<file path="src/rtl/ccr_pkg.sv">
// package: constants for the cpu control register block
package ccr_pkg;
  // program counter and address space
  localparam int PC_WIDTH = 20;
  localparam logic [19:0] RESET_VECTOR_LO_ADDR = 20'h00000;
  localparam logic [19:0] RESET_VECTOR_HI_ADDR = 20'h00001;
  // status word
  localparam logic [7:0] PSW_RESET = 8'h06;
  localparam int PSW_IE_BIT = 7;
  localparam int PSW_Z_BIT = 6;
  localparam int PSW_BANK_SELECT_HI_BIT = 5;
  localparam int PSW_BANK_SELECT_LO_BIT = 3;
  localparam int PSW_IN_SERVICE_PRIO_HI_BIT = 2;
  localparam int PSW_IN_SERVICE_PRIO_LO_BIT = 1;
  // general register banks
  localparam logic [19:0] GPR_BASE = 20'hffee0;
  localparam logic [19:0] GPR_LAST = 20'hffeff;
  // short direct window
  localparam logic [19:0] SHORT_DIRECT_BYTE_OPERAND_BASE = 20'hffe20;
  localparam logic [19:0] SHORT_DIRECT_BYTE_OPERAND_LAST = 20'hfff1f;
  localparam logic [7:0] SHORT_DIRECT_BYTE_OPERAND_WRAP = 8'h20;
  // flash mirror select
  localparam logic [7:0] MIRROR_RESET = 8'h00;
  localparam logic [19:0] MIRROR_BASE = 20'hf0000;
  // stack operation codes
  typedef enum logic [1:0] {
    CCR_STK_NONE = 2'h0,
    CCR_STK_PUSH = 2'h1,
    CCR_STK_POP = 2'h2
  } ccr_stk_type;
endpackage

</file>
<file path="src/rtl/ccr_short_direct_byte_operand.sv">
// short direct address resolver
`timescale 1ns/1ps
module ccr_short_direct_byte_operand
  import ccr_pkg::*;
(
  input wire logic [7:0] i_offset,
  input wire logic [19:0] i_imm,
  input wire logic i_use_imm,
  output logic [19:0] o_addr,
  output logic o_in_range
);
  logic [15:0] low16;
  always_comb begin
    // 8-bit offsets 00..1f wrap to the top of the window
    if (i_offset < SHORT_DIRECT_BYTE_OPERAND_WRAP) begin
      low16 = {8'hff, i_offset};
    end else begin
      low16 = {8'hfe, i_offset};
    end
    if (i_use_imm) begin
      o_addr = {4'hf, i_imm[15:0]};
      o_in_range = (i_imm[19:16] == 4'hf || i_imm[19:16] == 4'h0)
        && ({4'hf, i_imm[15:0]} >= SHORT_DIRECT_BYTE_OPERAND_BASE)
        && ({4'hf, i_imm[15:0]} <= SHORT_DIRECT_BYTE_OPERAND_LAST);
    end else begin
      o_addr = {4'hf, low16};
      o_in_range = 1'b1;
    end
  end
endmodule // ccr_short_direct_byte_operand

</file>
<file path="src/rtl/ccr_core.sv">
// cpu control registers: program counter, status word, mirror select
`timescale 1ns/1ps
module ccr_core
  import ccr_pkg::*;
(
  input wire logic i_clock,
  input wire logic i_sys_rst,
  // reset vector fetch: bytes at addresses 0 and 1
  input wire logic i_vec_valid,
  input wire logic [7:0] i_vec_lo,
  input wire logic [7:0] i_vec_hi,
  // sequencing
  input wire logic i_advance,
  input wire logic [2:0] i_instr_len,
  input wire logic i_branch,
  input wire logic [19:0] i_branch_target,
  // status word operations
  input wire logic i_di_instr,
  input wire logic i_ei_instr,
  input wire logic i_irq_req,
  input wire logic i_irq_allowed,
  input wire logic i_result_valid,
  input wire logic [15:0] i_result,
  input wire logic i_bank_sel_instr,
  input wire logic [1:0] i_bank_num,
  input wire ccr_stk_type i_psw_stack,
  input wire logic [7:0] i_psw_pop_data,
  input wire logic i_psw_write,
  input wire logic [7:0] i_psw_wdata,
  // mirror select writes
  input wire logic i_mirror_wr_byte,
  input wire logic i_mirror_wr_bit,
  input wire logic [2:0] i_mirror_bit_idx,
  input wire logic [7:0] i_mirror_wdata,
  // short direct
  input wire logic [7:0] i_short_direct_byte_operand_offset,
  input wire logic [19:0] i_short_direct_byte_operand_imm,
  input wire logic i_short_direct_byte_operand_use_imm,
  input wire logic i_short_direct_byte_operand_pair,
  output logic [19:0] o_program_counter,
  output logic [7:0] o_program_status_word,
  output logic [7:0] o_flash_mirror_select,
  output logic o_pc_ready,
  output logic o_irq_accept,
  output logic [19:0] o_bank_base,
  output logic o_fetch_fault,
  output logic [7:0] o_psw_push_data,
  output logic o_psw_push,
  output logic [19:0] o_short_direct_byte_operand_addr,
  output logic o_short_direct_byte_operand_fault
);
  // ****************************************
  // address helpers
  // ****************************************
  function automatic logic in_gpr(input logic [19:0] a);
    in_gpr = (a >= GPR_BASE) && (a <= GPR_LAST);
  endfunction

  logic [19:0] sd_addr;
  logic sd_ok;
  ccr_short_direct_byte_operand u_short_direct_byte_operand (
    .i_offset(i_short_direct_byte_operand_offset),
    .i_imm(i_short_direct_byte_operand_imm),
    .i_use_imm(i_short_direct_byte_operand_use_imm),
    .o_addr(sd_addr),
    .o_in_range(sd_ok)
  );

  // ****************************************
  // program counter
  // ****************************************
  logic [19:0] program_counter, next_program_counter;
  logic pc_ready, next_pc_ready;
  always_comb begin
    next_program_counter = program_counter;
    next_pc_ready = pc_ready;
    if (!pc_ready) begin
      if (i_vec_valid) begin
        // only a 16-bit vector exists, upper bits start at zero
        next_program_counter = {4'h0, i_vec_hi, i_vec_lo};
        next_pc_ready = 1'b1;
      end
    end else if (i_branch) begin
      next_program_counter = i_branch_target;
    end else if (i_advance) begin
      next_program_counter = program_counter + {17'h0, i_instr_len};
    end
  end
  always_ff @(posedge i_clock) begin
    if (i_sys_rst) begin
      program_counter <= 20'h00000;
      pc_ready <= 1'b0;
    end else begin
      program_counter <= next_program_counter;
      pc_ready <= next_pc_ready;
    end
  end

  // ****************************************
  // status word
  // ****************************************
  logic [7:0] program_status_word, next_psw;
  logic accept, next_accept;
  logic push, next_push;
  always_comb begin
    next_psw = program_status_word;
    // ie gates every maskable request
    next_accept = i_irq_req && program_status_word[PSW_IE_BIT] && i_irq_allowed;
    next_push = next_accept || (i_psw_stack == CCR_STK_PUSH);
    if (i_psw_write) begin
      next_psw = i_psw_wdata;
    end
    if (i_result_valid) begin
      next_psw[PSW_Z_BIT] = (i_result == 16'h0000);
    end
    if (i_bank_sel_instr) begin
      next_psw[PSW_BANK_SELECT_HI_BIT] = i_bank_num[1];
      next_psw[PSW_BANK_SELECT_LO_BIT] = i_bank_num[0];
    end
    if (i_ei_instr) begin
      next_psw[PSW_IE_BIT] = 1'b1;
    end
    // disable and acceptance win over enable
    if (i_di_instr || next_accept) begin
      next_psw[PSW_IE_BIT] = 1'b0;
    end
    if (i_psw_stack == CCR_STK_POP) begin
      next_psw = i_psw_pop_data;
    end
  end
  always_ff @(posedge i_clock) begin
    if (i_sys_rst) begin
      program_status_word <= PSW_RESET;
      accept <= 1'b0;
      push <= 1'b0;
    end else begin
      program_status_word <= next_psw;
      accept <= next_accept;
      push <= next_push;
    end
  end

  // ****************************************
  // flash mirror select
  // ****************************************
  logic [7:0] mirror, next_mirror;
  always_comb begin
    next_mirror = mirror;
    if (i_mirror_wr_byte) begin
      next_mirror = i_mirror_wdata;
    end else if (i_mirror_wr_bit) begin
      next_mirror[i_mirror_bit_idx] = i_mirror_wdata[0];
    end
  end
  always_ff @(posedge i_clock) begin
    if (i_sys_rst) begin
      mirror <= MIRROR_RESET;
    end else begin
      mirror <= next_mirror;
    end
  end

  // ****************************************
  // registered outputs
  // ****************************************
  logic [19:0] bank_base, short_direct_byte_operand_q;
  logic fetch_fault, short_direct_byte_operand_fault;
  logic [7:0] push_data;
  always_ff @(posedge i_clock) begin
    if (i_sys_rst) begin
      bank_base <= GPR_BASE;
      fetch_fault <= 1'b0;
      short_direct_byte_operand_q <= SHORT_DIRECT_BYTE_OPERAND_BASE;
      short_direct_byte_operand_fault <= 1'b0;
      push_data <= PSW_RESET;
    end else begin
      // bank 0 sits at the top, banks step down by eight bytes
      bank_base <= GPR_BASE + {15'h0, 2'b11 -
        {next_psw[PSW_BANK_SELECT_HI_BIT], next_psw[PSW_BANK_SELECT_LO_BIT]}, 3'h0};
      fetch_fault <= next_pc_ready && in_gpr(next_program_counter);
      short_direct_byte_operand_q <= sd_addr;
      // odd pair addresses are flagged, not corrected
      short_direct_byte_operand_fault <= !sd_ok || (i_short_direct_byte_operand_pair && sd_addr[0]);
      push_data <= program_status_word;
    end
  end

  assign o_program_counter = program_counter;
  assign o_program_status_word = program_status_word;
  assign o_flash_mirror_select = mirror;
  assign o_pc_ready = pc_ready;
  assign o_irq_accept = accept;
  assign o_bank_base = bank_base;
  assign o_fetch_fault = fetch_fault;
  assign o_psw_push_data = push_data;
  assign o_psw_push = push;
  assign o_short_direct_byte_operand_addr = short_direct_byte_operand_q;
  assign o_short_direct_byte_operand_fault = short_direct_byte_operand_fault;

  // ****************************************
  // checks
  // ****************************************
  a_psw_reset: assert property (@(posedge i_clock)
    $past(i_sys_rst) |-> program_status_word == PSW_RESET)
    else $error("status word not 06h after reset");
  a_ie_gate: assert property (@(posedge i_clock) disable iff (i_sys_rst)
    accept |-> $past(program_status_word[PSW_IE_BIT]))
    else $error("request accepted with ie clear");
  a_ie_clear: assert property (@(posedge i_clock) disable iff (i_sys_rst)
    accept && !$past(i_psw_stack == CCR_STK_POP) |-> !program_status_word[PSW_IE_BIT])
    else $error("ie not cleared on acceptance");
  a_zero_flag: assert property (@(posedge i_clock) disable iff (i_sys_rst)
    i_result_valid && i_psw_stack == CCR_STK_NONE
    |=> program_status_word[PSW_Z_BIT] == ($past(i_result) == 16'h0000))
    else $error("zero flag wrong");
  a_pc_advance: assert property (@(posedge i_clock) disable iff (i_sys_rst)
    pc_ready && !i_branch && i_advance
    |=> program_counter == $past(program_counter) + $past(i_instr_len))
    else $error("pc did not advance by length");
  a_pc_branch: assert property (@(posedge i_clock) disable iff (i_sys_rst)
    pc_ready && i_branch |=> program_counter == $past(i_branch_target))
    else $error("pc did not take branch");
  a_mirror_reset: assert property (@(posedge i_clock)
    $past(i_sys_rst) |-> mirror == MIRROR_RESET)
    else $error("mirror select not 00h after reset");
  a_short_direct_byte_operand_range: assert property (@(posedge i_clock) disable iff (i_sys_rst)
    !short_direct_byte_operand_fault |-> short_direct_byte_operand_q >= SHORT_DIRECT_BYTE_OPERAND_BASE && short_direct_byte_operand_q <= SHORT_DIRECT_BYTE_OPERAND_LAST)
    else $error("short direct address out of window");
  a_bank_sel: assert property (@(posedge i_clock) disable iff (i_sys_rst)
    i_bank_sel_instr && i_psw_stack == CCR_STK_NONE && !i_psw_write
    |=> {program_status_word[PSW_BANK_SELECT_HI_BIT], program_status_word[PSW_BANK_SELECT_LO_BIT]} == $past(i_bank_num))
    else $error("bank select not written");
  c_accept: cover property (@(posedge i_clock) accept);
  c_vector: cover property (@(posedge i_clock) !pc_ready ##1 pc_ready);
  c_pop: cover property (@(posedge i_clock) i_psw_stack == CCR_STK_POP);
  c_fault: cover property (@(posedge i_clock) fetch_fault);
endmodule // ccr_core

</file>
<file path="config.mk">
export PLATFORM = sky130hd
export DESIGN_NAME = ccr_core
export DESIGN_NICKNAME = d
export VERILOG_FILES = /design/src/rtl/ccr_pkg.sv /design/src/rtl/ccr_short_direct_byte_operand.sv /design/src/rtl/ccr_core.sv
export SDC_FILE = /design/constraint.sdc
export NUM_CORES = 1
export LEC_CHECK = 0
export BUFFER_PORTS_ARGS = -buffer_cell sky130_fd_sc_hd__clkbuf_2
export CAP_MARGIN = 10
export CORE_ASPECT_RATIO = 0.5
export CORE_UTILIZATION = 39
export CTS_CLUSTER_SIZE = 16
export DETAILED_ROUTE_END_ITERATION = 6
export GPL_TIMING_DRIVEN = 1
export HOLD_SLACK_MARGIN = 0.05
export PLACE_DENSITY = 0.85
export SLEW_MARGIN = 20
export SYNTH_ARGS = -nofsm -noshare
export SYNTH_HDL_FRONTEND = slang
export SYNTH_SLANG_ARGS = --single-unit
</file>
<file path="constraint.sdc">
create_clock -name i_clock -period 2.81 [get_ports i_clock]
set_clock_uncertainty 0.2 [all_clocks]
set_input_delay 0.1405 -clock i_clock [delete_from_list [all_inputs] [get_ports i_clock]]
set_output_delay 0.1405 -clock i_clock [all_outputs]
set_load 0.03 [all_outputs]
</file>
# Yosys cells after proc, flatten, opt, wreduce, memory -nomap -nowiden
# Index checks and enable logic that the tools add are counted.
[totals]
elab_cells = 67
in_bits = 130
output_inout_bits = 89
ff_bits = 89
[op_classes]
magnitude_cmp = 7
mux = 21
reduce_logical = 19
n_addsub = 3
n_eq_ne = 3
[op_table]
columns = ["op", "count"]
rows = [
  ["two-way mux 20 bit", 4],
  [">= comparator 20 bit (second input constant)", 2],
  ["<= comparator 20 bit (second input constant)", 2],
  ["two-way mux 8 bit", 4],
  ["adder 20 x 3 -> 20 bit", 1],
  ["logical NOT 16 bit", 1],
  ["two-way mux 16 bit", 1],
  ["adder 10 x 6 -> 11 bit (first input constant)", 1],
  ["two-way mux 1 bit", 9],
  ["two-way mux 9 bit", 1],
  ["bitwise mux 8 bit", 1],
  ["logical AND 1 bit", 8],
  ["less-than comparator 8 x 6 -> 1 bit (second input constant)", 1],
  ["== test 4 bit (second input constant)", 1],
  ["logical NOT 4 bit", 1],
  ["logical OR 1 bit", 4],
  ["less-than comparator 3 x 4 -> 1 bit (second input constant)", 1],
  ["nonzero test 2 bit", 2],
  ["nonzero test 4 bit", 1],
  ["demux 1 bit (select 3 bit)", 1],
  [">= comparator 3 x 1 -> 1 bit (second input constant)", 1],
  ["nonzero test 3 bit", 1],
  ["== test 2 x 1 -> 1 bit (second input constant)", 1],
  ["== test 2 bit (second input constant)", 1],
  ["2 further kinds", 2],
]

# Depth between registers and ports, before layout
# Gate-level depths: netlist of the first run.
[depth]
word_depth = 7
ltp_mapped = 10
ltp_nobuf = 10

# Cells and area by module
# A second synthesis of the first run with hierarchy kept.
[hier_totals]
hier_cells = 432
hier_area_um2 = 3806.2
[by_module_without_submodules]
columns = ["mod", "cells_per_inst", "instances", "area_per_inst_um2", "seq_area_each_um2"]
rows = [
  ["ccr_core", 400, 1, 3547.2, 1421.4],
  ["ccr_short_direct_byte_operand", 32, 1, 259.0, 0.0],
]

# Worst setup path after synthesis of the first run
# No wires, ideal clock.
[synth_timing]
path_kind = "flip-flop to flip-flop"
start = "reg program_counter[0] (netlist: o_program_counter[0])"
end = "reg fetch_fault (netlist: o_fetch_fault)"
n_path_buf = 0
synth_period_minus_slack_ns = 3.310
setup_ns = 0.088
arrival_ns = 3.022
stages_incl_launch_ff = 11
slack_ns = -0.500
required_ns = 2.522
cell_sequence = "dfxtp_1 -> ha_1 -> inv_1 -> fa_1 -> nand2b_1 -> a2111oi_2 -> xnor2_1 -> a211oi_2 -> nand3_1 -> or4_1 -> nor4_2"
[synth_between]
elab_chain_len = 7
word_cells_on_any_way = 9
cone_classes = "add/sub: 1; order compare: 2; mux: 4; reduce/logical: 2"
[synth_lines]
columns = ["item", "line_no", "rtl"]
rows = [
  ["from (decl)", "ccr_core.sv:72", "logic [19:0] program_counter, next_program_counter;"],
  ["from (signal assigned)", "ccr_core.sv:94", "program_counter <= next_program_counter;"],
  ["adder 20 x 3 -> 20 bit", "ccr_core.sv:86", "next_program_counter = program_counter + {17'h0, i_instr_len};"],
  ["two-way mux 20 bit", "ccr_core.sv:85", "end else if (i_advance) begin"],
  ["two-way mux 20 bit", "ccr_core.sv:83", "end else if (i_branch) begin"],
  ["two-way mux 20 bit *", "ccr_core.sv:77", "if (!pc_ready) begin"],
  [">= comparator 20 bit or <= comparator 20 bit (tied branches)", "ccr_core.sv:56", "in_gpr = (a >= GPR_BASE) && (a <= GPR_LAST);"],
  ["logical AND 1 bit *", "ccr_core.sv:56", ""],
  ["logical AND 1 bit *", "ccr_core.sv:180", "fetch_fault <= next_pc_ready && in_gpr(next_program_counter);"],
  ["to (signal assigned)", "ccr_core.sv:180", ""],
  ["to (decl)", "ccr_core.sv:167", "logic fetch_fault, short_direct_byte_operand_fault;"],
]
# Every way passes the cells marked *; elsewhere a longest branch is shown, timed or not.
# A chain may end at the register's enable or synchronous reset.

# Worst setup path after layout of the first run
[layout_timing]
start = "reg program_counter[2] (netlist: o_program_counter[2])"
end = "reg fetch_fault (netlist: o_fetch_fault)"
# The elaborated chain is that of the path after synthesis.

==> results of run 1 <==
[power by group]
part           switching (mW)  leakage (nW)  internal [mW]
Clock                   0.433         0.155          0.801
Combinational           0.459          2.07          0.336
Sequential             0.0493         0.557           1.01
Total                   0.941          2.78           2.15
[tightest hold or removal path, stage by stage]
cell	delay (ns)
clkbuf_2	0.25
a21oi_1	0.10
nor2_1	0.07
[worst max-delay path by stage]
stage                    startpoint            end
5_1_grt        o_program_counter[0]  o_fetch_fault
3_3_place_gp   o_program_counter[0]  o_fetch_fault
6_report       o_program_counter[2]  o_fetch_fault
3_5_place_dp   o_program_counter[0]  o_fetch_fault
2_1_floorplan  o_program_counter[0]  o_fetch_fault
4_1_cts        o_program_counter[0]  o_fetch_fault
[Yosys cell counts, types with 2 or more instances]
| cell | n |
|---|---|
| dfxtp_1 | 67 |
| nor2_1 | 54 |
| mux2i_1 | 27 |
| a21oi_1 | 26 |
| buf_4 | 22 |
| nor2b_1 | 21 |
| nand2_1 | 20 |
| a211oi_1 | 18 |
| clkbuf_1 | 16 |
| nand2b_1 | 15 |
| nand3_1 | 9 |
| xnor2_1 | 9 |
| nand4_1 | 7 |
| o21ai_0 | 7 |
| mux2_1 | 6 |
| inv_1 | 5 |
| o22ai_1 | 5 |
| mux2_2 | 4 |
| nand3b_1 | 4 |
| nor4_1 | 4 |
| xor2_1 | 4 |
| a22oi_1 | 3 |
| a31oi_1 | 3 |
| buf_1 | 3 |
| ha_1 | 3 |
| nand4b_1 | 3 |
| o221ai_1 | 3 |
| or4_1 | 3 |
| a211o_1 | 2 |
| a211oi_2 | 2 |
| a21o_1 | 2 |
| and3b_1 | 2 |
| buf_2 | 2 |
| conb_1 | 2 |
| nor3_1 | 2 |
| o311ai_1 | 2 |
| or2_2 | 2 |
| or3_1 | 2 |
[registers in the layout, indices dropped and copies added, names as in the netlist]
register	cells
o_program_status_word	8
o_pc_ready	1
o_flash_mirror_select	8
o_psw_push	1
o_bank_base	2
o_short_direct_byte_operand_addr	16
o_psw_push_data	8
o_fetch_fault	1
o_short_direct_byte_operand_fault	1
o_program_counter	20
o_irq_accept	1
[logic make-up after synthesis]
logic type,share of synthesized area
AO/OA/AOI/OAI,0.1665
XOR/XNOR,0.03156
adder cells (fa/ha/maj),0.01596
buffers and inverters,0.07458
flip-flops,0.3718
multiplexers,0.1061
other,0.002082
AND/OR/NAND/NOR,0.2314
[final cells by class]
type	instances	area share
Multi-Input combinational cell	317	0.3607
Timing Repair Buffer	301	0.3295
Tap cell	117	0.02449
Clock inverter	6	0.01486
Sequential cell	67	0.2267
Clock buffer	10	0.03998
Inverter	6	0.003768
[per-stage QoR]
step,hold WS [ns],std cells
5_1_grt,0.1300,824
2_1_floorplan,0.04197,433
4_1_cts,0.05306,824
6_report,0.06976,824
3_5_place_dp,0.1425,725
3_3_place_gp,0.1397,725
[placed cells by master (no fill, tap or decap), types with 8 or more instances in the layout]
master,synthesis,routed
nand2_1,20,20
nor2_1,54,54
xnor2_1,9,9
dfxtp_2,0,8
mux2i_1,27,27
clkbuf_16,0,9
a21oi_1,26,25
buf_4,22,25
clkbuf_2,0,196
nand3_1,9,9
a211oi_1,18,16
conb_1,2,22
dfxtp_1,67,58
dlygate4sd3_1,0,80
nor2b_1,21,21
nand2b_1,15,14
[repair_timing]
| item | 4_1_cts | 5_1_grt |
|---|---|---|
| hold buffers | 80 | 0 |
| setup endpoints to repair | 1 | 3 |
| buffers inserted | 3 | 0 |
| pin swaps | 8 | 1 |
| hold endpoints to repair | 51 | 0 |
| resized for setup | 3 | 5 |
[metal layers]
layer	part of all wire	track usage	up-vias
li1	-	-	2019
met1	0.35	0.3178	2079
met2	0.48	0.5289	362
met3	0.081	0.08368	130
met4	0.083	0.2613	0
met5	0	0	-
==> reports/metrics.yaml, run 1 <==
setup_path:
  reg2reg_to: "o_fetch_fault"
  cp_num_buf_inv: 1
  critPathRequiredTime_ns: 2.85
  reg2reg_depth: 9
  r2r_start: "o_program_counter[2]"
  critical_path.cell_chain: "ha_4 > a21oi_1 > buf_4 > a211oi_2 > mux2i_1 > a211oi_1 > nand3_1 > or4_4 > nor4_2"
  rrSetupSlack_ns: -0.08
  crit_slowest_cell: "or4_4"
  crit_cells: 9
  crit_type: "reg2reg"
  cp-start-kind: "register"
  end_kind: "register"
  path_max_fanout: 4
  cpLargestDelayFamily: "compound AO/OA/AOI/OAI gates"
  max_stage_delay_ns: 0.45
  worst_ep_arrival_time_ns: 2.93
clocking:
  clock_sinks: 67
  clk_path_buf_depth: 2
  cts_tree: "built"
  clkLatencyLatePin_ns: 0.33
  cts_buffers: 9
  clkTransAtPathRegs_ns: 0.06
  root_buffer: "clkbuf_16"
  htreeDepth: 3
timing:
  relSlewSlack: 0.5755
  setup_ws_ns: -0.07860
  slew_violations: 0
  post-route-period-util: 1.028
  hold_viol_final: 0
  finalSetupTns_ns: -0.07860
  max_freq_mhz: 346.2
  post-route-min-period_ns: 2.889
  rsz0062_at_grt: "yes"
  tightest_slew_ns: 0.6368
  setup_viol: 1
worst_hold_path:
  hold_end: "o_flash_mirror_select[3]"
  min_from: "i_mirror_wr_byte"
  hold_class: "in2reg"
  hold_path_depth: 3
cells_and_area:
  multi_input_area_um2: 2156
  area.sequential_um2: 1355
  nets: 836
  post-route-util: 0.6770
  final.fill_count: 615
  final_layout_size_suffix_gt1_frac: 0.3861
  final_area_um2: 5977
  num_antenna_cells: 0
  syn_to_final_growth_pct: 65.70
detailed_routing:
  drtPass1Iterations: 5
  wl_um: 14920
  ant_nets: 0
  drtIter0Drc: 471
  drc_errors: 0
  vias_per_cell: 5.570
  wl_per_cell_um: 18.11
  via_count: 4590
power_and_ir_drop:
  ir_drop_mv: 0.3675
  power_mw: 3.092
  p_per_area_nw_per_um2: 517.3
  leakage_nw: 2.784
grt:
  grt_pass1_wl_um: 23400
  grt_antenna_before_repair: 0
  grt_max_degree: 58
  globalRoute.totalOverflow: 0
  globalRouteTotalUtil: 0.3075
  grt_pass1_vias: 4675
job:
  cap_violations: 0
floorplanning:
  num_io_pins: 219
  die_h_um: 70.01
  placement_rows: 24
  die_area_um2: 9661
  start_util: 0.4086
  die_w_um: 138.0
  core_um2: 8828
placed_design:
  place_ws_ns: -0.1139
  place.gp.congestion: 0.9018
  dpl_cell_area_um2: 4790
  port_buffers: 196
  hpwl_um: 8538
synth:
  ys.flop_type: "dfxtp_1"
  async_reset_ff_frac: 0
  synth.yosys.warnings: 0
  syn_inst: 413
  syn_area_per_cell_um2: 8.734
  synth.distinct_cells: 60
  yosys.area.top_type_share: 0.3718
  synth_area_um2: 3607
  synth.yosys.seq_area_share: 0.3718
  synth-edff-count: 0
  ys_ff_latch: 67
  yosysTopAreaCell: "dfxtp_1"
  synth_area_leaders: "dfxtp_1, mux2i_1, nor2_1"
run_status:
  failed_checks: "setup timing"
  outcome: "complete, but fails checks"
(Power assumes the default switching activity.)
==> inputs of run 2 (changes only) <==
--- a/config.mk
+++ b/config.mk
@@ -8,13 +8,14 @@
 export BUFFER_PORTS_ARGS = -buffer_cell sky130_fd_sc_hd__clkbuf_2
 export CAP_MARGIN = 10
 export CORE_ASPECT_RATIO = 0.5
-export CORE_UTILIZATION = 39
+export CORE_UTILIZATION = 40
 export CTS_CLUSTER_SIZE = 16
 export DETAILED_ROUTE_END_ITERATION = 6
 export GPL_TIMING_DRIVEN = 1
-export HOLD_SLACK_MARGIN = 0.05
-export PLACE_DENSITY = 0.85
-export SLEW_MARGIN = 20
+export HOLD_SLACK_MARGIN = 0.12
+export PLACE_DENSITY = 0.86
+export SLEW_MARGIN = 10
 export SYNTH_ARGS = -nofsm -noshare
 export SYNTH_HDL_FRONTEND = slang
+export SYNTH_HIERARCHICAL = 1
 export SYNTH_SLANG_ARGS = --single-unit
==> run 2 against run 1 <==
The flow now finishes without violations. Die area increased by 2.8%. Sequential cell count grew 4. First-iteration DRC count fell by 38%. Sequential share of layout area up 1.3 points. Register-to-register slack improved by 0.18 ns. Worst hold slack better by 0.056 ns. Design area down 0.75%. Highest routed layer unchanged.
==> reports/metrics.yaml, run 2 <==
grt:
  globalRouteTotalUtil: 0.2621
  grt_max_degree: 55
  grt_pass1_vias: 4252
  grt_antenna_before_repair: 1
  globalRoute.totalOverflow: 0
  grt_pass1_wl_um: 20400
clocking:
  root_buffer: "clkbuf_16"
  cts_buffers: 9
  clkLatencyLatePin_ns: 0.33
  clkTransAtPathRegs_ns: 0.05
  cts_tree: "built"
  clock_sinks: 71
  htreeDepth: 3
  clk_path_buf_depth: 2
detailed_routing:
  drtIter0Drc: 290
  vias_per_cell: 5.329
  wl_um: 13220
  via_count: 4434
  ant_nets: 0
  drc_errors: 0
  drtPass1Iterations: 5
  wl_per_cell_um: 15.89
floorplanning:
  die_w_um: 140.0
  num_io_pins: 219
  placement_rows: 24
  core_um2: 8979
  die_h_um: 70.98
  die_area_um2: 9933
  start_util: 0.4239
power_and_ir_drop:
  ir_drop_mv: 0.2525
  p_per_area_nw_per_um2: 501.1
  leakage_nw: 2.773
setup_path:
  startpoint: "o_program_counter[0]"
  reg2reg_to: "o_program_counter[6]"
  r2r_start: "o_program_counter[0]"
  max_stage_delay_ns: 0.56
  critPathRequiredTime_ns: 2.82
  crit_type: "reg2reg"
  cp-start-kind: "register"
  end_kind: "register"
  critical_path.cell_chain: "ha_1 > fa_1 > a21o_1 > and2_1 > xnor2_1 > o2111ai_2 > nand2_1 > dlygate4sd3_1"
  crit_slowest_cell: "dlygate4sd3_1"
  path_max_fanout: 4
  cp_num_buf_inv: 1
  reg2reg_depth: 8
  worst_ep_arrival_time_ns: 2.72
  cpLargestDelayFamily: "adder cells"
  rrSetupSlack_ns: 0.1
synth:
  syn_inst: 432
  yosysTopAreaCell: "dfxtp_1"
  syn_area_per_cell_um2: 8.811
  ys.flop_type: "dfxtp_1"
  synth.yosys.seq_area_share: 0.3734
  ys_ff_latch: 71
  async_reset_ff_frac: 0
  yosys-top-cells-count: "dfxtp_1, nor2_1, buf_4, nand2_1"
  synth_area_leaders: "dfxtp_1, mux2i_1, buf_4"
  synth.distinct_cells: 61
  synth_area_um2: 3806
  synth.yosys.warnings: 6
  yosysMostFrequentCell: "dfxtp_1"
  synth-edff-count: 0
  yosys.area.top_type_share: 0.3734
cells_and_area:
  final.fill_count: 678
  syn_to_final_growth_pct: 55.85
  final_layout_size_suffix_gt1_frac: 0.3529
  area.sequential_um2: 1421
  multi_input_area_um2: 2136
  layout_commonest_cell: "clkbuf_2"
  nets: 843
  final_cell_mix: "clkbuf_2, dlygate4sd3_1, dfxtp_1"
timing:
  slew_violations: 0
  rsz0062_at_grt: "no"
  post-route-min-period_ns: 2.710
  max_freq_mhz: 369.0
  hold_viol_final: 0
  timing.hold.ws_ns: 0.1254
  post-route-period-util: 0.9645
  finalSetupTns_ns: 0
  setup_viol: 0
  tightest_slew_ns: 0.6181
  relSlewSlack: 0.5879
placed_design:
  hpwl_um: 8327
  place.gp.congestion: 0.9361
  port_buffers: 200
worst_hold_path:
  hold_path_depth: 5
  hold_class: "in2reg"
  min_from: "i_vec_hi[2]"
  hold_end: "o_program_counter[10]"
job:
  cap_violations: 0
run_status:
  outcome: "finished clean"
## run 2: worst max path at each step
stage	end	depth (start not counted)
after global placement	o_fetch_fault	8
after CTS	o_program_counter[6]	8
after global routing	o_program_counter[6]	8
after floorplan	o_fetch_fault	8
final	o_program_counter[6]	8
after detailed placement	o_fetch_fault	8
## run 2: report_power, final
group	internal (mW)	total, mW	switching, mW
combinational	0.323	0.732	0.408
sequential	1.07	1.13	0.0590
clock	0.684	1.11	0.426
## run 2: metrics by stage
stage | utilization | instance area (µm²) | power [mW] | instances | worst slack, ns
global placement | 0.5304 | 4762 | 1.736 | 728 | 0.2751
finish | 0.6607 | 5932 | 2.972 | 832 | 0.09977
CTS | 0.6597 | 5923 | 2.967 | 831 | 0.05629
detailed placement | 0.5304 | 4762 | 1.748 | 728 | 0.1673
global route | 0.6607 | 5932 | 3.093 | 832 | 0.01216
floorplan | - | 3877 | 1.552 | 451 | 0.1086
## run 2: worst register-to-register path: stages, from the launching register on
cell and delay (ns):
dfxtp_1 0.33, ha_1 0.23, fa_1 0.42, a21o_1 0.24
and2_1 0.20, xnor2_1 0.14, o2111ai_2 0.20, nand2_1 0.07
dlygate4sd3_1 0.56
## run 2: cell families (layout without fill, tap and decap cells)
| kind of cell | Yosys count | in the layout | synth area share |
|---|---|---|---|
| AOI/OAI and AO/OA | 91 | 91 | 0.1598 |
| adders and majority gates | 4 | 4 | 0.01512 |
| DFF | 71 | 71 | 0.3734 |
| buffers and inverters | 51 | 314 | 0.08580 |
| other | 3 | 23 | 0.002958 |
| and+or+nand+nor | 170 | 170 | 0.2488 |
| muxes | 37 | 37 | 0.1026 |
| xor gates and xnor gates | 5 | 5 | 0.01151 |
## run 2: cell type report
cell class                      instances  area share
Multi-Input combinational cell        329      0.3601
Timing Repair Buffer                  293      0.3231
Sequential cell                        71      0.2396
Clock buffer                           10     0.03860
Tap cell                              117     0.02468
Clock inverter                          6     0.01034
Inverter                                5    0.003164
Antenna cell                            1   0.0004219
## run 2: timing repair
action | in CTS | in global routing
gates resized for setup | 0 | 1
hold buffers | 87 | 0
endpoints found under the setup margin | 0 | 1
setup buffers | 0 | 0
endpoints found under the hold margin | 52 | 0
## run 2: routing by layer
metal	GRT usage	wire length, µm
met3	0.05823	867
met1	0.2842	5240
met5	0	0
met2	0.4939	6689
met4	0.1221	426
